<file path="src/pdm_pkg.sv">
// Package for the power-die mode, interrupt and serial control block.
// Assumes a single 100 MHz system clock; all rates derive from it.
package pdm_pkg;
  // Clock rate and derived timing
  localparam int CLK_HZ          = 100_000_000;
  localparam int NREQ_TOUT_MS    = 150;   // Normal request timeout in ms
  localparam int WD_PERIOD_MS    = 150;   // Watchdog period, pin open
  localparam int IRQ_PULSE_US    = 10;    // Interrupt low pulse width
  localparam int RST_LOW_US      = 1000;  // Reset low after regulator on
  localparam int NREQ_TOUT_CYC   = NREQ_TOUT_MS * (CLK_HZ / 1000);
  localparam int WD_PERIOD_CYC   = WD_PERIOD_MS * (CLK_HZ / 1000);
  localparam int IRQ_PULSE_CYC   = IRQ_PULSE_US * (CLK_HZ / 1_000_000);
  localparam int RST_LOW_CYC     = RST_LOW_US * (CLK_HZ / 1_000_000);
  // Control byte fields (write)
  localparam int CTL_MODE_LO     = 0;     // mode_select_bits [1:0]
  localparam int CTL_HS_A        = 2;     // switch_on_bit for out a
  localparam int CTL_HS_B        = 3;
  localparam int CTL_HS_C        = 4;
  localparam int CTL_LIN_PU      = 5;
  localparam logic [7:0] CTL_RESET = 8'h00;
  // Mode select encodings
  localparam logic [1:0] MSEL_NORMAL = 2'h0;
  localparam logic [1:0] MSEL_STOP   = 2'h1;
  localparam logic [1:0] MSEL_SLEEP  = 2'h2;
  localparam logic [1:0] MSEL_WDTRIG = 2'h3;
  // Status byte fields (read)
  localparam int ST_WAKE1        = 0;
  localparam int ST_WAKE2        = 1;
  localparam int ST_SW_THERM     = 2;
  localparam int ST_REG_HEAT     = 3;
  localparam int ST_LOW_SUP      = 4;
  localparam int ST_HIGH_SUP     = 5;
  localparam int ST_BUS_WAKE     = 6;
  localparam int ST_IRQ_SRC      = 7;
  localparam int SPI_BITS        = 8;
  // Mode state machine
  typedef enum logic [2:0] {
    PDM_RESET   = 3'h0,
    PDM_NREQ    = 3'h1,
    PDM_NORMAL  = 3'h2,
    PDM_STOP    = 3'h3,
    PDM_SLEEP   = 3'h4
  } pdm_mode_t;
endpackage : pdm_pkg

</file>
<file path="src/pdm_spi_if.sv">
// Interface between the mode controller and its serial shifter.
// Assumes both ends run on the system clock.
`timescale 1ns/1ps
interface pdm_spi_if;
  logic [7:0] status;    // Status snapshot to send
  logic [7:0] rx_byte;   // Received control byte
  logic       rx_valid;  // One-cycle pulse: valid transfer ended
  logic       ss_rise;   // One-cycle pulse: any select release
  logic       ss_fall;   // One-cycle pulse: start of transfer
  modport shifter (input status, output rx_byte, rx_valid, ss_rise, ss_fall);
  modport ctrl    (output status, input rx_byte, rx_valid, ss_rise, ss_fall);
endinterface : pdm_spi_if

</file>
<file path="src/pdm_spi_shift.sv">
// Serial slave shifter: samples select, clock and data pins.
// Assumes pins are asynchronous; all pass two flip-flops first.
`timescale 1ns/1ps
module pdm_spi_shift (
  input  wire logic i_clock,
  input  wire logic i_rst_b,
  input  wire logic i_ss_b,
  input  wire logic i_sck,
  input  wire logic i_mosi,
  output logic      o_miso,
  output logic      o_miso_oe,
  pdm_spi_if.shifter spi
);
  logic [2:0] s1, s2;      // Synchroniser stages
  logic       ss_d, sck_d; // Previous synced values for edges
  logic [7:0] sh, next_sh; // Shift register
  logic [3:0] cnt, next_cnt; // Sample edge count
  logic       miso, next_miso;
  logic       oe, next_oe;
  logic       ss, sck, ss_f, ss_r, sck_r, sck_f;

  // Two-flop synchroniser; first stage read only by second
  always_ff @(posedge i_clock or negedge i_rst_b) begin
    if (!i_rst_b) begin
      s1 <= 3'h4;                      // Idle levels: deselected, clock low
      s2 <= 3'h4;                      // Matches sck_d, so no false edge
      ss_d <= 1'b1;
      sck_d <= 1'b0;
    end else begin
      s1 <= {i_ss_b, i_sck, i_mosi};
      s2 <= s1;
      ss_d <= s2[2];
      sck_d <= s2[1];
    end
  end
  assign ss    = s2[2];
  assign sck   = s2[1];
  assign ss_f  = ss_d & ~ss;
  assign ss_r  = ~ss_d & ss;
  assign sck_r = ~sck_d & sck & ~ss;
  assign sck_f = sck_d & ~sck & ~ss;

  // Next shift state
  always_comb begin
    next_sh = sh;
    next_cnt = cnt;
    next_miso = miso;
    next_oe = oe;
    if (ss_f) begin
      next_sh = spi.status;
      next_cnt = 4'h0;
      next_oe = 1'b1;
      next_miso = spi.status[7];
    end else if (ss) begin
      next_oe = 1'b0;
    end else begin
      if (sck_r)
        next_miso = sh[7];
      if (sck_f) begin
        next_sh = {sh[6:0], s2[0]};
        if (cnt != 4'hF)
          next_cnt = cnt + 4'h1;
      end
    end
  end

  always_ff @(posedge i_clock or negedge i_rst_b) begin
    if (!i_rst_b) begin
      sh <= 8'h00;
      cnt <= 4'h0;
      miso <= 1'b0;
      oe <= 1'b0;
    end else begin
      sh <= next_sh;
      cnt <= next_cnt;
      miso <= next_miso;
      oe <= next_oe;
    end
  end

  assign o_miso       = miso;
  assign o_miso_oe    = oe;
  assign spi.rx_byte  = sh;
  assign spi.rx_valid = ss_r & (cnt == 4'(pdm_pkg::SPI_BITS));
  assign spi.ss_rise  = ss_r;
  assign spi.ss_fall  = ss_f;
endmodule : pdm_spi_shift

</file>
<file path="src/pdm_ctrl.sv">
// Power-die control: modes, watchdog, interrupts, switch gating.
// Assumes a 100 MHz clock; analog detectors arrive as async levels.
//
// Overview of operation
// Mode select bits choose normal, stop, sleep
// Stop limits regulator; sleep turns it off
// Stop exits by interrupt; sleep by reset
// Stop wakes on bus, wake pins, select
// Normal request applies first-trigger timeout
// Normal run uses windowed watchdog
// Stop/sleep disable watchdog, switches; bus recessive
// Missing or early trigger fails watchdog
// Grounded config pin disables watchdog
// Four fault sources pulse interrupt, unmaskable
// Source flag reported once then cleared
// Low supply flag held, raises interrupt
// High supply flag held, raises interrupt
// Stop wake events pulse interrupt, unmaskable
// Regulator heat warning held, raises interrupt
// Switch overheat latches all switches off
// Switch on needs bit and gate high
// Each transfer is one byte both ways
// Select fall drives output, snapshots status
// Shift on rising, sample on falling
// Exactly eight sample edges validate transfer
// Select rise latches byte; output tristated
// Latched flags clear after being read
// Thermal re-enable needs read then write
// Stop needs two consecutive stop commands
`timescale 1ns/1ps
module pdm_ctrl #(
  parameter int NREQ_TOUT = pdm_pkg::NREQ_TOUT_CYC, // Normal request timeout
  parameter int WD_PERIOD = pdm_pkg::WD_PERIOD_CYC, // Watchdog period
  parameter int RST_LOW   = pdm_pkg::RST_LOW_CYC    // Reset pulse length
) (
  input  wire logic       I_CLOCK,
  input  wire logic       I_RST_B,
  input  wire logic       I_SS_B,
  input  wire logic       I_SPI_SERIAL_CLOCK,
  input  wire logic       I_MOSI,
  output logic            O_MISO,
  output logic            O_MISO_OE,
  input  wire logic       I_WAKE_INPUT_ONE,
  input  wire logic       I_WAKE_INPUT_TWO,
  input  wire logic       I_BUS_WAKE,
  input  wire logic       I_WATCHDOG_CONFIG_PIN,
  input  wire logic       I_LOW_SUPPLY,
  input  wire logic       I_HIGH_SUPPLY,
  input  wire logic       I_REG_HOT,
  input  wire logic [2:0] I_SWITCH_HOT,
  input  wire logic       I_PWM_GATE_INPUT,
  output logic            O_HIGH_SIDE_OUT_A,
  output logic            O_HIGH_SIDE_OUT_B,
  output logic            O_HIGH_SIDE_OUT_C,
  output logic            O_IRQ_B,
  output logic            O_RST_B,
  output logic            O_REG_ON,
  output logic            O_REG_LIMIT,
  output logic            O_LIN_ACTIVE,
  output logic            O_SENSE_ACTIVE,
  output logic [1:0]      O_MODE
);
  localparam int IRQ_W = pdm_pkg::IRQ_PULSE_CYC;
  localparam int CW = 32;  // Timer width

  pdm_spi_if spi ();

  pdm_spi_shift u_shift (
    .i_clock   (I_CLOCK),
    .i_rst_b   (I_RST_B),
    .i_ss_b    (I_SS_B),
    .i_sck     (I_SPI_SERIAL_CLOCK),
    .i_mosi    (I_MOSI),
    .o_miso    (O_MISO),
    .o_miso_oe (O_MISO_OE),
    .spi       (spi.shifter)
  );

  // Synchronisers for asynchronous pins
  logic [9:0] a1, a2;
  logic w1_d, w2_d;  // Previous wake pin levels
  always_ff @(posedge I_CLOCK or negedge I_RST_B) begin
    if (!I_RST_B) begin
      a1 <= 10'h000;
      a2 <= 10'h000;
      w1_d <= 1'b0;
      w2_d <= 1'b0;
    end else begin
      a1 <= {I_WAKE_INPUT_ONE, I_WAKE_INPUT_TWO, I_BUS_WAKE, I_WATCHDOG_CONFIG_PIN,
             I_LOW_SUPPLY, I_HIGH_SUPPLY, I_REG_HOT, I_SWITCH_HOT};
      a2 <= a1;
      w1_d <= a2[9];
      w2_d <= a2[8];
    end
  end
  logic wk1, wk2, bus_wk, wd_en, low_s, high_s, reg_hot, sw_hot;
  assign wk1     = a2[9];
  assign wk2     = a2[8];
  assign bus_wk  = a2[7];
  assign wd_en   = a2[6];          // Grounded pin disables watchdog
  assign low_s   = a2[5];
  assign high_s  = a2[4];
  assign reg_hot = a2[3];
  assign sw_hot  = |a2[2:0];

  // State registers
  pdm_pkg::pdm_mode_t mode, next_mode;
  logic [7:0]    ctl, next_ctl;          // Control byte
  logic [CW-1:0] tmr, next_tmr;          // Mode / watchdog timer
  logic [CW-1:0] irq_t, next_irq_t;      // Interrupt pulse timer
  logic          stop_arm, next_stop_arm; // First stop command seen
  logic          sw_latch, next_sw_latch; // Thermal latch-off
  logic          therm_rd, next_therm_rd; // Thermal flag has been read
  logic          src, next_src;          // Source report pending
  logic [6:0]    src_b, next_src_b;      // Latched source bits
  logic          bus_fl, next_bus_fl;    // Latched bus wake flag
  logic [3:0]    flt_d, next_flt_d;      // Previous fault levels

  logic        active;
  logic [3:0]  flt;
  logic [3:0]  flt_rise;
  logic [6:0]  live;
  logic        wake_ev, wd_trig, wd_fail, open_win;
  logic [1:0]  msel;

  assign active   = (mode == pdm_pkg::PDM_NORMAL) | (mode == pdm_pkg::PDM_NREQ);
  assign flt      = active ? {low_s, high_s, reg_hot, sw_hot} : 4'h0;
  assign flt_rise = flt & ~flt_d;
  assign msel     = spi.rx_byte[pdm_pkg::CTL_MODE_LO +: 2];
  assign wd_trig  = spi.rx_valid & (msel == pdm_pkg::MSEL_WDTRIG);
  // Window is the second half of the period; first half is closed
  assign open_win = tmr >= CW'(WD_PERIOD / 2);
  // Live status: held flags follow their conditions
  assign live = {bus_fl, flt[2], flt[3], flt[1], sw_latch, wk2, wk1};

  // Next-state logic
  always_comb begin
    next_mode = mode;
    next_ctl = ctl;
    next_tmr = tmr + CW'(1);
    next_irq_t = (irq_t != '0) ? irq_t - CW'(1) : irq_t;
    next_stop_arm = stop_arm;
    next_sw_latch = sw_latch;
    next_therm_rd = therm_rd;
    next_src = src;
    next_src_b = src_b;
    next_bus_fl = bus_fl;
    next_flt_d = flt;
    wake_ev = 1'b0;
    wd_fail = 1'b0;
    // Switch overheat latches off
    if (flt[0])
      next_sw_latch = 1'b1;
    // Read of a set latch records it; transfer read clears bus flag
    if (spi.rx_valid) begin
      if (sw_latch && !flt[0])
        next_therm_rd = 1'b1;
      if (bus_fl && !src)
        next_bus_fl = 1'b0;
      if (src)
        next_src = 1'b0;               // Report delivered once
      next_ctl = spi.rx_byte;
      // A fresh overheat in the same cycle beats the re-enable write
      if (therm_rd && !flt[0] && spi.rx_byte[pdm_pkg::CTL_HS_A +: 3] != 3'h0) begin
        next_sw_latch = 1'b0;
        next_therm_rd = 1'b0;
      end
    end
    // Fault interrupts in run modes; unmaskable
    if (flt_rise != 4'h0) begin
      next_irq_t = CW'(IRQ_W);
      next_src = 1'b1;
      // Thermal latch only sets on this edge, so report the cause itself
      next_src_b = live | {4'h0, flt[0], 2'h0};
    end
    unique case (mode)
      pdm_pkg::PDM_RESET: begin
        next_ctl = pdm_pkg::CTL_RESET;
        next_stop_arm = 1'b0;
        if (tmr >= CW'(RST_LOW - 1)) begin
          next_mode = pdm_pkg::PDM_NREQ;
          next_tmr = '0;
        end
      end
      pdm_pkg::PDM_NREQ: begin
        if (wd_trig) begin
          next_mode = pdm_pkg::PDM_NORMAL;
          next_tmr = '0;
        end else if (wd_en && tmr >= CW'(NREQ_TOUT - 1))
          wd_fail = 1'b1;
      end
      pdm_pkg::PDM_NORMAL: begin
        if (wd_trig) begin
          if (wd_en && !open_win)
            wd_fail = 1'b1;            // Early trigger
          next_tmr = '0;
        end else if (wd_en && tmr >= CW'(WD_PERIOD - 1))
          wd_fail = 1'b1;              // Missing trigger
        if (spi.rx_valid && msel == pdm_pkg::MSEL_STOP) begin
          if (stop_arm)
            next_mode = pdm_pkg::PDM_STOP;
          next_stop_arm = ~stop_arm;
        end else if (spi.rx_valid) begin
          next_stop_arm = 1'b0;
          if (msel == pdm_pkg::MSEL_SLEEP)
            next_mode = pdm_pkg::PDM_SLEEP;
        end
      end
      pdm_pkg::PDM_STOP: begin
        next_tmr = '0;
        next_stop_arm = 1'b0;
        // Wake: pin change, bus, select rise
        wake_ev = (wk1 ^ w1_d) | (wk2 ^ w2_d) | bus_wk | spi.ss_rise;
        if (wake_ev) begin
          next_mode = pdm_pkg::PDM_NREQ;
          next_irq_t = CW'(IRQ_W);
          next_src = 1'b1;
          next_src_b = {bus_wk, 4'h0, wk2 ^ w2_d, wk1 ^ w1_d};
          if (bus_wk)
            next_bus_fl = 1'b1;
        end
      end
      pdm_pkg::PDM_SLEEP: begin
        next_tmr = '0;
        next_stop_arm = 1'b0;
        // Select edge does not wake sleep
        wake_ev = (wk1 ^ w1_d) | (wk2 ^ w2_d) | bus_wk;
        if (wake_ev) begin
          next_mode = pdm_pkg::PDM_RESET;
          next_src = 1'b1;
          next_src_b = {bus_wk, 4'h0, wk2 ^ w2_d, wk1 ^ w1_d};
          if (bus_wk)
            next_bus_fl = 1'b1;
        end
      end
      default: next_mode = pdm_pkg::PDM_RESET;
    endcase
    if (wd_fail) begin
      next_mode = pdm_pkg::PDM_RESET;
      next_tmr = '0;
    end
  end

  // Register all state
  always_ff @(posedge I_CLOCK or negedge I_RST_B) begin
    if (!I_RST_B) begin
      mode <= pdm_pkg::PDM_RESET;
      ctl <= pdm_pkg::CTL_RESET;
      tmr <= '0;
      irq_t <= '0;
      stop_arm <= 1'b0;
      sw_latch <= 1'b0;
      therm_rd <= 1'b0;
      src <= 1'b0;
      src_b <= 7'h00;
      bus_fl <= 1'b0;
      flt_d <= 4'h0;
    end else begin
      mode <= next_mode;
      ctl <= next_ctl;
      tmr <= next_tmr;
      irq_t <= next_irq_t;
      stop_arm <= next_stop_arm;
      sw_latch <= next_sw_latch;
      therm_rd <= next_therm_rd;
      src <= next_src;
      src_b <= next_src_b;
      bus_fl <= next_bus_fl;
      flt_d <= next_flt_d;
    end
  end

  // Status snapshot: source report while pending, else live
  assign spi.status = src ? {1'b1, src_b} : {1'b0, live};

  // Gate pin is asynchronous too; two flops cost two clocks of lag
  logic       pwm_s1, pwm_s2; // Gate synchroniser stages
  logic [2:0] hs, next_hs;    // Switch drive, one bit per output
  // Switch gating: bit and gate, not latched, run modes only
  always_comb begin
    next_hs = 3'h0;                    // Off unless every condition holds
    if (active && !sw_latch && pwm_s2)
      next_hs = ctl[pdm_pkg::CTL_HS_A +: 3];
  end
  // Register gate synchroniser and switch drive
  always_ff @(posedge I_CLOCK or negedge I_RST_B) begin
    if (!I_RST_B) begin
      pwm_s1 <= 1'b0;
      pwm_s2 <= 1'b0;
      hs <= 3'h0;
    end else begin
      pwm_s1 <= I_PWM_GATE_INPUT;
      pwm_s2 <= pwm_s1;
      hs <= next_hs;
    end
  end
  assign O_HIGH_SIDE_OUT_A = hs[0];
  assign O_HIGH_SIDE_OUT_B = hs[1];
  assign O_HIGH_SIDE_OUT_C = hs[2];

  // Mode outputs
  assign O_IRQ_B        = (irq_t == '0);
  assign O_RST_B        = (mode != pdm_pkg::PDM_RESET) & (mode != pdm_pkg::PDM_SLEEP);
  assign O_REG_ON       = (mode != pdm_pkg::PDM_SLEEP);
  assign O_REG_LIMIT    = (mode == pdm_pkg::PDM_STOP);
  assign O_LIN_ACTIVE   = active;
  assign O_SENSE_ACTIVE = (mode == pdm_pkg::PDM_NORMAL);
  assign O_MODE         = (mode == pdm_pkg::PDM_STOP) ? pdm_pkg::MSEL_STOP :
                          (mode == pdm_pkg::PDM_SLEEP) ? pdm_pkg::MSEL_SLEEP :
                          pdm_pkg::MSEL_NORMAL;
endmodule : pdm_ctrl

</file>
<file path="config.mk">
export PLATFORM = sky130hd
export DESIGN_NAME = pdm_ctrl
export DESIGN_NICKNAME = d
export VERILOG_FILES = /design/src/pdm_pkg.sv /design/src/pdm_spi_if.sv /design/src/pdm_spi_shift.sv /design/src/pdm_ctrl.sv
export SDC_FILE = /design/constraint.sdc
export NUM_CORES = 1
export LEC_CHECK = 0
export ABC_AREA = 1
export ABC_CLOCK_PERIOD_IN_PS = 2340
export CORE_MARGIN = 1
export CORE_UTILIZATION = 40
export DETAILED_ROUTE_END_ITERATION = 7
export DONT_BUFFER_PORTS = 1
export GPL_TIMING_DRIVEN = 0
export PLACE_DENSITY = 0.66
export SETUP_SLACK_MARGIN = 0.2
export SYNTH_ARGS = -nofsm -noshare
export SYNTH_HDL_FRONTEND = slang
export SYNTH_SLANG_ARGS = --single-unit
</file>
<file path="constraint.sdc">
create_clock -name I_CLOCK -period 2.34 [get_ports I_CLOCK]
set_input_delay 0.117 -clock I_CLOCK [delete_from_list [all_inputs] [get_ports I_CLOCK]]
set_output_delay 0.117 -clock I_CLOCK [all_outputs]
set_load 0.02 [all_outputs]
</file>
==> reports/metrics.cfg, run 1 <==
[floorplan]
top_level_ports=29
initial_core_util=0.416
dieArea_sq_um=17300
coreArea_sq_um=16100
num_rows=46
die_h_um=131
fp.dieW_um=131

[setup_path]
endpoint_kind=flop
crit_path_frequent_cell=inv_2
cp_cell_sequence=inv_2 -> nand3_4 -> nand2_8 -> inv_2 -> nor2_4 -> inv_2 -> or2_1 -> o21ai_4 -> nor2_8 -> nand2_4 -> inv_1 -> o211ai_1
critPathSlowestCell=dfrtp_1
path_max_fanout=9
crit_required_ns=2.66
slowest_delay_ns=0.43
worstSetupStartpointType=flop
cp.arrival_ns=2.38
critPathKind=reg2reg

[timing]
rsz0062_at_grt=yes
finalSetupViolCount=0
whs_ns=-0.599
max_freq_mhz=485
fin_crit_ns=2.06
hold_violations=135
setup_tns_ns=0
max_slew.worst_pin.slew_ns=0.598
finClkSkew_ns=0.0252
period_share=0.881
relSlewSlack=0.600
slew_viol_final=0

[power]
powerDensity_nw_per_um2=662
leakagePower_uw=0.00396
vdd_drop_max_uv=691

[hold_path]
hold_class=in2async

[global_route]
met2_usage=0.298
use_met1=0.252
grt_antenna_before_repair=0
grt_pass1_wl_um=26000
top_usage_layer=met2
grt_pass1_vias=5406
grt_max_degree=136
met3_usage=0.0478
overflow=0
track_usage=0.189

[clocking]
clock_path_buffers=2
cts.clk_slew.worst_paths_ns=0.06
tritoncts=done
clkLatencyLatePin_ns=0.43
ctsHtreeMaxLevel=4
cts.sinks=135
cts_made_buffers=17
cts_root_buf=clkbuf_16
cts_hold_buf=14

[place]
place_inst=1032
io_buffers=0
gp_congestion=0.888
dp_hpwl_um=10700

[yosys]
mappedNetlistArea_sq_um=6700
yosysUniqueCellTypes=43
synth_top_area_frac=0.493
ys_ff_latch=135
synthTopCellsByArea=dfrtp_1 49%, nand2_1 9.0%, nor2_1 9.0%
synth_fp_nets=838
syn_area_per_cell_sq_um=8.21
synth_top_area_cell=dfrtp_1
yosysSeqAreaShare=0.505
synthCells=816
yosysWarnings=0

[route]
routed_wl_um=15700
drt_pass1_iterations=5
vias=5569
route.detailed.drc=0
dr.first_iter.drc_count=441
routedWlPerCell_um=14.4
viasPerCell=5.10
ant_nets=0

[run]
maxCapViolCount=0

[layout]
n_antenna_cell=0
fin_cells=1091
nets=884
area_delta_synth_final_pct=19.5
drive_above_1_share=0.134
fill_cells=1509

[status]
status=finished with violations
violations=negative hold slack

## worst max-delay path, delay by kind of cell (launching register included)
kind | cells | cell delay (ns)
compound gates | 2 | 0.26
buf+inv | 4 | 0.40
flops | 1 | 0.43
simple gates | 6 | 0.87
## synth_stat cells (all sizes together)
cell type  count
o211ai         3
clkinv         1
dfrtp        132
o21bai         1
nor4          12
nand3         43
ha             6
o211a          1
inv           92
nor3          37
o21ai         28
a211oi         2
nand2        165
a21oi         22
a22oi          5
a22o           1
or2            5
a31oi          9
and3b          3
nand3b         1
o22ai          2
nand4         24
xor2          21
buf            8
nor2         167
nor3b          1
dfstp          3
clkbuf         1
xnor2         19
a41oi          1
## power by group
part	total, uW	switching, uW	internal [uW]
Combinational	106	56.2	49.8
Clock	2760	1140	1620
Sequential	2440	46.7	2390
## cells by family (layout without fill, tap and decap cells)
logic type	Yosys count	after routing	share of synthesized area
AO/OA/AOI/OAI	75	75	0.0651
AND/OR/NAND/NOR	458	459	0.304
buffers and inverters	102	160	0.0629
flip-flops	135	135	0.505
XOR/XNOR	40	40	0.0523
adder cells (fa/ha/maj)	6	6	0.0112
## timing repair
action | 4_1_cts | 5_1_grt
endpoints found under the hold margin | 149 | 135
endpoints found under the setup margin | 55 | 65
buffers inserted | 4 | 7
cloned | 0 | 2
resized for setup | 6 | 40
pin swaps | 1 | 8
## sequential cells by signal (all words and copies together) (netlist names), 4 cells and up
name	count
src_b	7
u_shift.cnt	4
tmr	32
u_shift.spi.rx_byte	8
a1	10
a2	10
irq_t	32
flt_d	4
## placed cells by master, fill, tap and decap left out, drive strengths merged
cell         netlist  routed
a22oi              5       5
o21bai             1       1
buf                8      18
o22ai              2       2
o211a              1       1
a21oi             22      22
clkbuf             1      20
a211oi             2       2
o211ai             3       3
dfstp              3       3
nand2            165     166
nand4             24      24
a31oi              9       9
a41oi              1       1
bufinv             0       2
dlygate4sd3        0      14
nand3             43      43
nor3              37      37
nand3b             1       1
inv               92     101
ha                 6       6
nor2             167     167
clkinvlp           0       1
nor3b              1       1
xor2              21      21
xnor2             19      19
clkinv             1       4
or2                5       5
and3b              3       3
a22o               1       1
o21ai             28      28
nor4              12      12
dfrtp            132     132
## final cells by class
| class | instances | area, sq um | share of cell area |
|---|---|---|---|
| Tap cell | 216 | 270 | 0.0337 |
| Sequential cell | 135 | 3380 | 0.422 |
| Buffer | 9 | 77.6 | 0.00968 |
| Clock buffer | 17 | 425 | 0.0531 |
| Multi-Input combinational cell | 580 | 3070 | 0.383 |
| Clock inverter | 15 | 184 | 0.0230 |
| Inverter | 93 | 353 | 0.0440 |
| Timing Repair Buffer | 26 | 251 | 0.0314 |
## path summary, 6_finish.rpt
kind / from / to / slack, ns / cells past startpoint
min reg2reg: a1[4] / a2[4] / 0.34 / 0
min in group I_CLOCK: I_SS_B / u_shift.s1[2] / 0.23 / 1
max in group asynchronous: I_RST_B / u_shift.s1[2] / 2.67 / 0
max: mode[1] / irq_t[7] / 0.28 / 12
min: I_RST_B / tmr[16] / -0.60 / 0
max reg2reg: mode[1] / irq_t[7] / 0.28 / 12
## metrics by stage
step	utilization	total power [uW]	instance area (sq um)	setup WS, ns
after detailed placement	0.433	2560	6970	-0.0430
after floorplan	-	2530	6700	0.404
after global routing	0.497	5490	8010	0.111
after CTS	0.482	5360	7770	0.201
after global placement	0.433	2550	6970	-0.0173
final	0.497	5300	8010	0.278
## routing by layer
layer	vias up	routed length (um)
met5	-	0
met4	0	246
met3	25	720
met2	139	7520
met1	2648	7170
li1	2757	-
(Power assumes the default switching activity.)
==> run 2, diff against run 1 <==
- CORE_MARGIN: 1 -> unset
- CORE_UTILIZATION: 40 -> 64
- CTS_BUF_LIST: unset -> sky130_fd_sc_hd__clkbuf_4 sky130_fd_sc_hd__clkbuf_8 sky130_fd_sc_hd__clkbuf_16
- PLACE_DENSITY: 0.66 -> 0.92
==> run 2 against run 1 <==
The flow still finishes with violations (negative hold slack). Maximum frequency fell by 3.0%. Largest cell class unchanged. Die area fell by 37%. Wire length rose by 18%. Non-clock buffer count fell by 2. Clock skew fell by 0.014 ns. Clock power rose by 2%. Setup slack got worse by 0.063 ns. Total power rose by 1.1%.
==> reports/metrics.cfg, run 2 (synthesis gave the netlist of run 1 again) <==
[floorplan]
die_h_um=104
initial_core_util=0.673
num_rows=36
top_level_ports=29
coreArea_sq_um=9950
dieArea_sq_um=10900
fp.dieW_um=104

[run]
maxCapViolCount=0

[global_route]
grt_pass1_wl_um=29500
grt_pass1_vias=6035
track_usage=0.349
overflow=0
grt_max_degree=136
grt_antenna_before_repair=0

[setup_path]
ff2ff_path_depth=16
endpoint_kind=flop
critPathKind=reg2reg
worstSetupStartpointType=flop
r2r_slack_ns=0.21
cp.arrival_ns=2.55
r2r-start=tmr[1]
worst_r2r_endpoint=tmr[11]
crit_required_ns=2.76
path_max_fanout=5

[layout]
fin_area_sq_um=7980
mostFrequentLayoutCell=nand2_1
nets=882
final_cell_mix=154 x nand2_1, 147 x nor2_1, 129 x dfrtp_1
final_util=0.801
fill_cells=576
n_antenna_cell=0
top_regs=irq_t (32), tmr (32)
drive_above_1_share=0.142
area_delta_synth_final_pct=19.0
register_area_sq_um=3390
multi_input_area_sq_um=3120
fin_cells=1005

[place]
place_inst=949
placed_area_sq_um=6870
io_buffers=0
dp_hpwl_um=11300
gp_congestion=0.994

[route]
routed_wl_um=18500
drt_pass1_iterations=6
route.detailed.drc=0
routedWlPerCell_um=18.4
ant_nets=0
vias=6159
dr.first_iter.drc_count=635
viasPerCell=6.13

[clocking]
cts_root_buf=clkbuf_8
cts_hold_buf=14
cts_made_buffers=17
clkLatencyLatePin_ns=0.54
tritoncts=done
clock_path_buffers=2
ctsHtreeMaxLevel=4
cts.clk_slew.worst_paths_ns=0.06
cts.sinks=135

[timing]
max_freq_mhz=470
max_slew.worst_pin.slew_ns=0.660
finalSetupViolCount=0
fin_crit_ns=2.13
finClkSkew_ns=0.0114
rsz0062_at_grt=yes
whs_ns=-0.734
hold_violations=135
slew_viol_final=0
period_share=0.908
relSlewSlack=0.556

[power]
vdd_drop_max_uv=959
powerDensity_nw_per_um2=673
finalPower_uw=5360
leakagePower_uw=0.00399

[hold_path]
hold_class=in2async

[status]
status=finished with violations
violations=negative hold slack

## run 2: cell types whose count changed in the layout (fill, tap and decap cells not counted), moves of 3 or more
| cell | delta |
|---|---|
| nor3_2 | +3 |
| inv_6 | -6 |
| inv_8 | -3 |
| nor2_4 | +3 |
| clkbuf_8 | +3 |
| clkbuf_4 | +4 |
| nor2_1 | -5 |
| nor3_1 | -3 |
## run 2: worst max-delay path: stages (launching register included)
cell	delay (ns)
dfrtp_1	0.37
ha_2	0.20
nand2_2	0.08
nor2_4	0.17
nand2_2	0.10
nand2_1	0.08
nand2_1	0.06
nand2_1	0.09
nand2_1	0.07
nand2_1	0.08
nand2_1	0.09
nand2_2	0.11
nand2_4	0.09
nand2_4	0.10
buf_8	0.14
clkbuf_16	0.14
nor2_1	0.04
## run 2: final cells by class
| type | instances | share of cell area |
|---|---|---|
| flip-flops and latches | 135 | 0.425 |
| inverters | 93 | 0.0444 |
| repair buffers | 24 | 0.0314 |
| multi-input cells | 580 | 0.391 |
| clock buffers | 23 | 0.0591 |
| clock inverters | 8 | 0.0184 |
| plain buffers | 9 | 0.0102 |
| well taps | 133 | 0.0209 |
## run 2: worst max-delay path by stage
| stage | start | end | slack [ns] | cells past startpoint |
|---|---|---|---|---|
| 5_1_grt | tmr[19] | tmr[13] | 0.09 | 10 |
| 4_1_cts | irq_t[15] | O_IRQ_B | 0.19 | 7 |
| 3_3_place_gp | mode[0] | src_b[6] | -0.05 | 7 |
| 6_report | tmr[1] | tmr[11] | 0.21 | 16 |
| 2_1_floorplan | mode[0] | src_b[1] | 0.40 | 8 |
| 3_5_place_dp | mode[0] | src_b[1] | -0.09 | 7 |
## run 2: where the power goes
group	total [uW]	internal (uW)	switching, uW
logic	112	47.0	64.7
registers	2440	2390	50.5
clock network	2810	1830	982
## run 2: timing repair
item                                   CTS  global route
setup buffers                            5             3
setup endpoints to repair               68            69
resized for setup                       12            51
endpoints found under the hold margin  149           135
pin swaps                                4             6
cloned                                   1             2
## run 2: per-stage QoR
step                TNS [ns]  setup slack (ns)
finish                     0             0.215
global route               0            0.0902
global placement      -0.220           -0.0529
CTS                        0             0.190
floorplan                  0             0.404
detailed placement    -0.438           -0.0913
## run 2: per-layer routing
layer	GRT usage	vias up	wire length, um
met1	0.424	2921	6970
met3	0.0840	105	1520
li1	-	2747	-
met5	0	-	0
met4	0.191	0	905
met2	0.574	386	9140
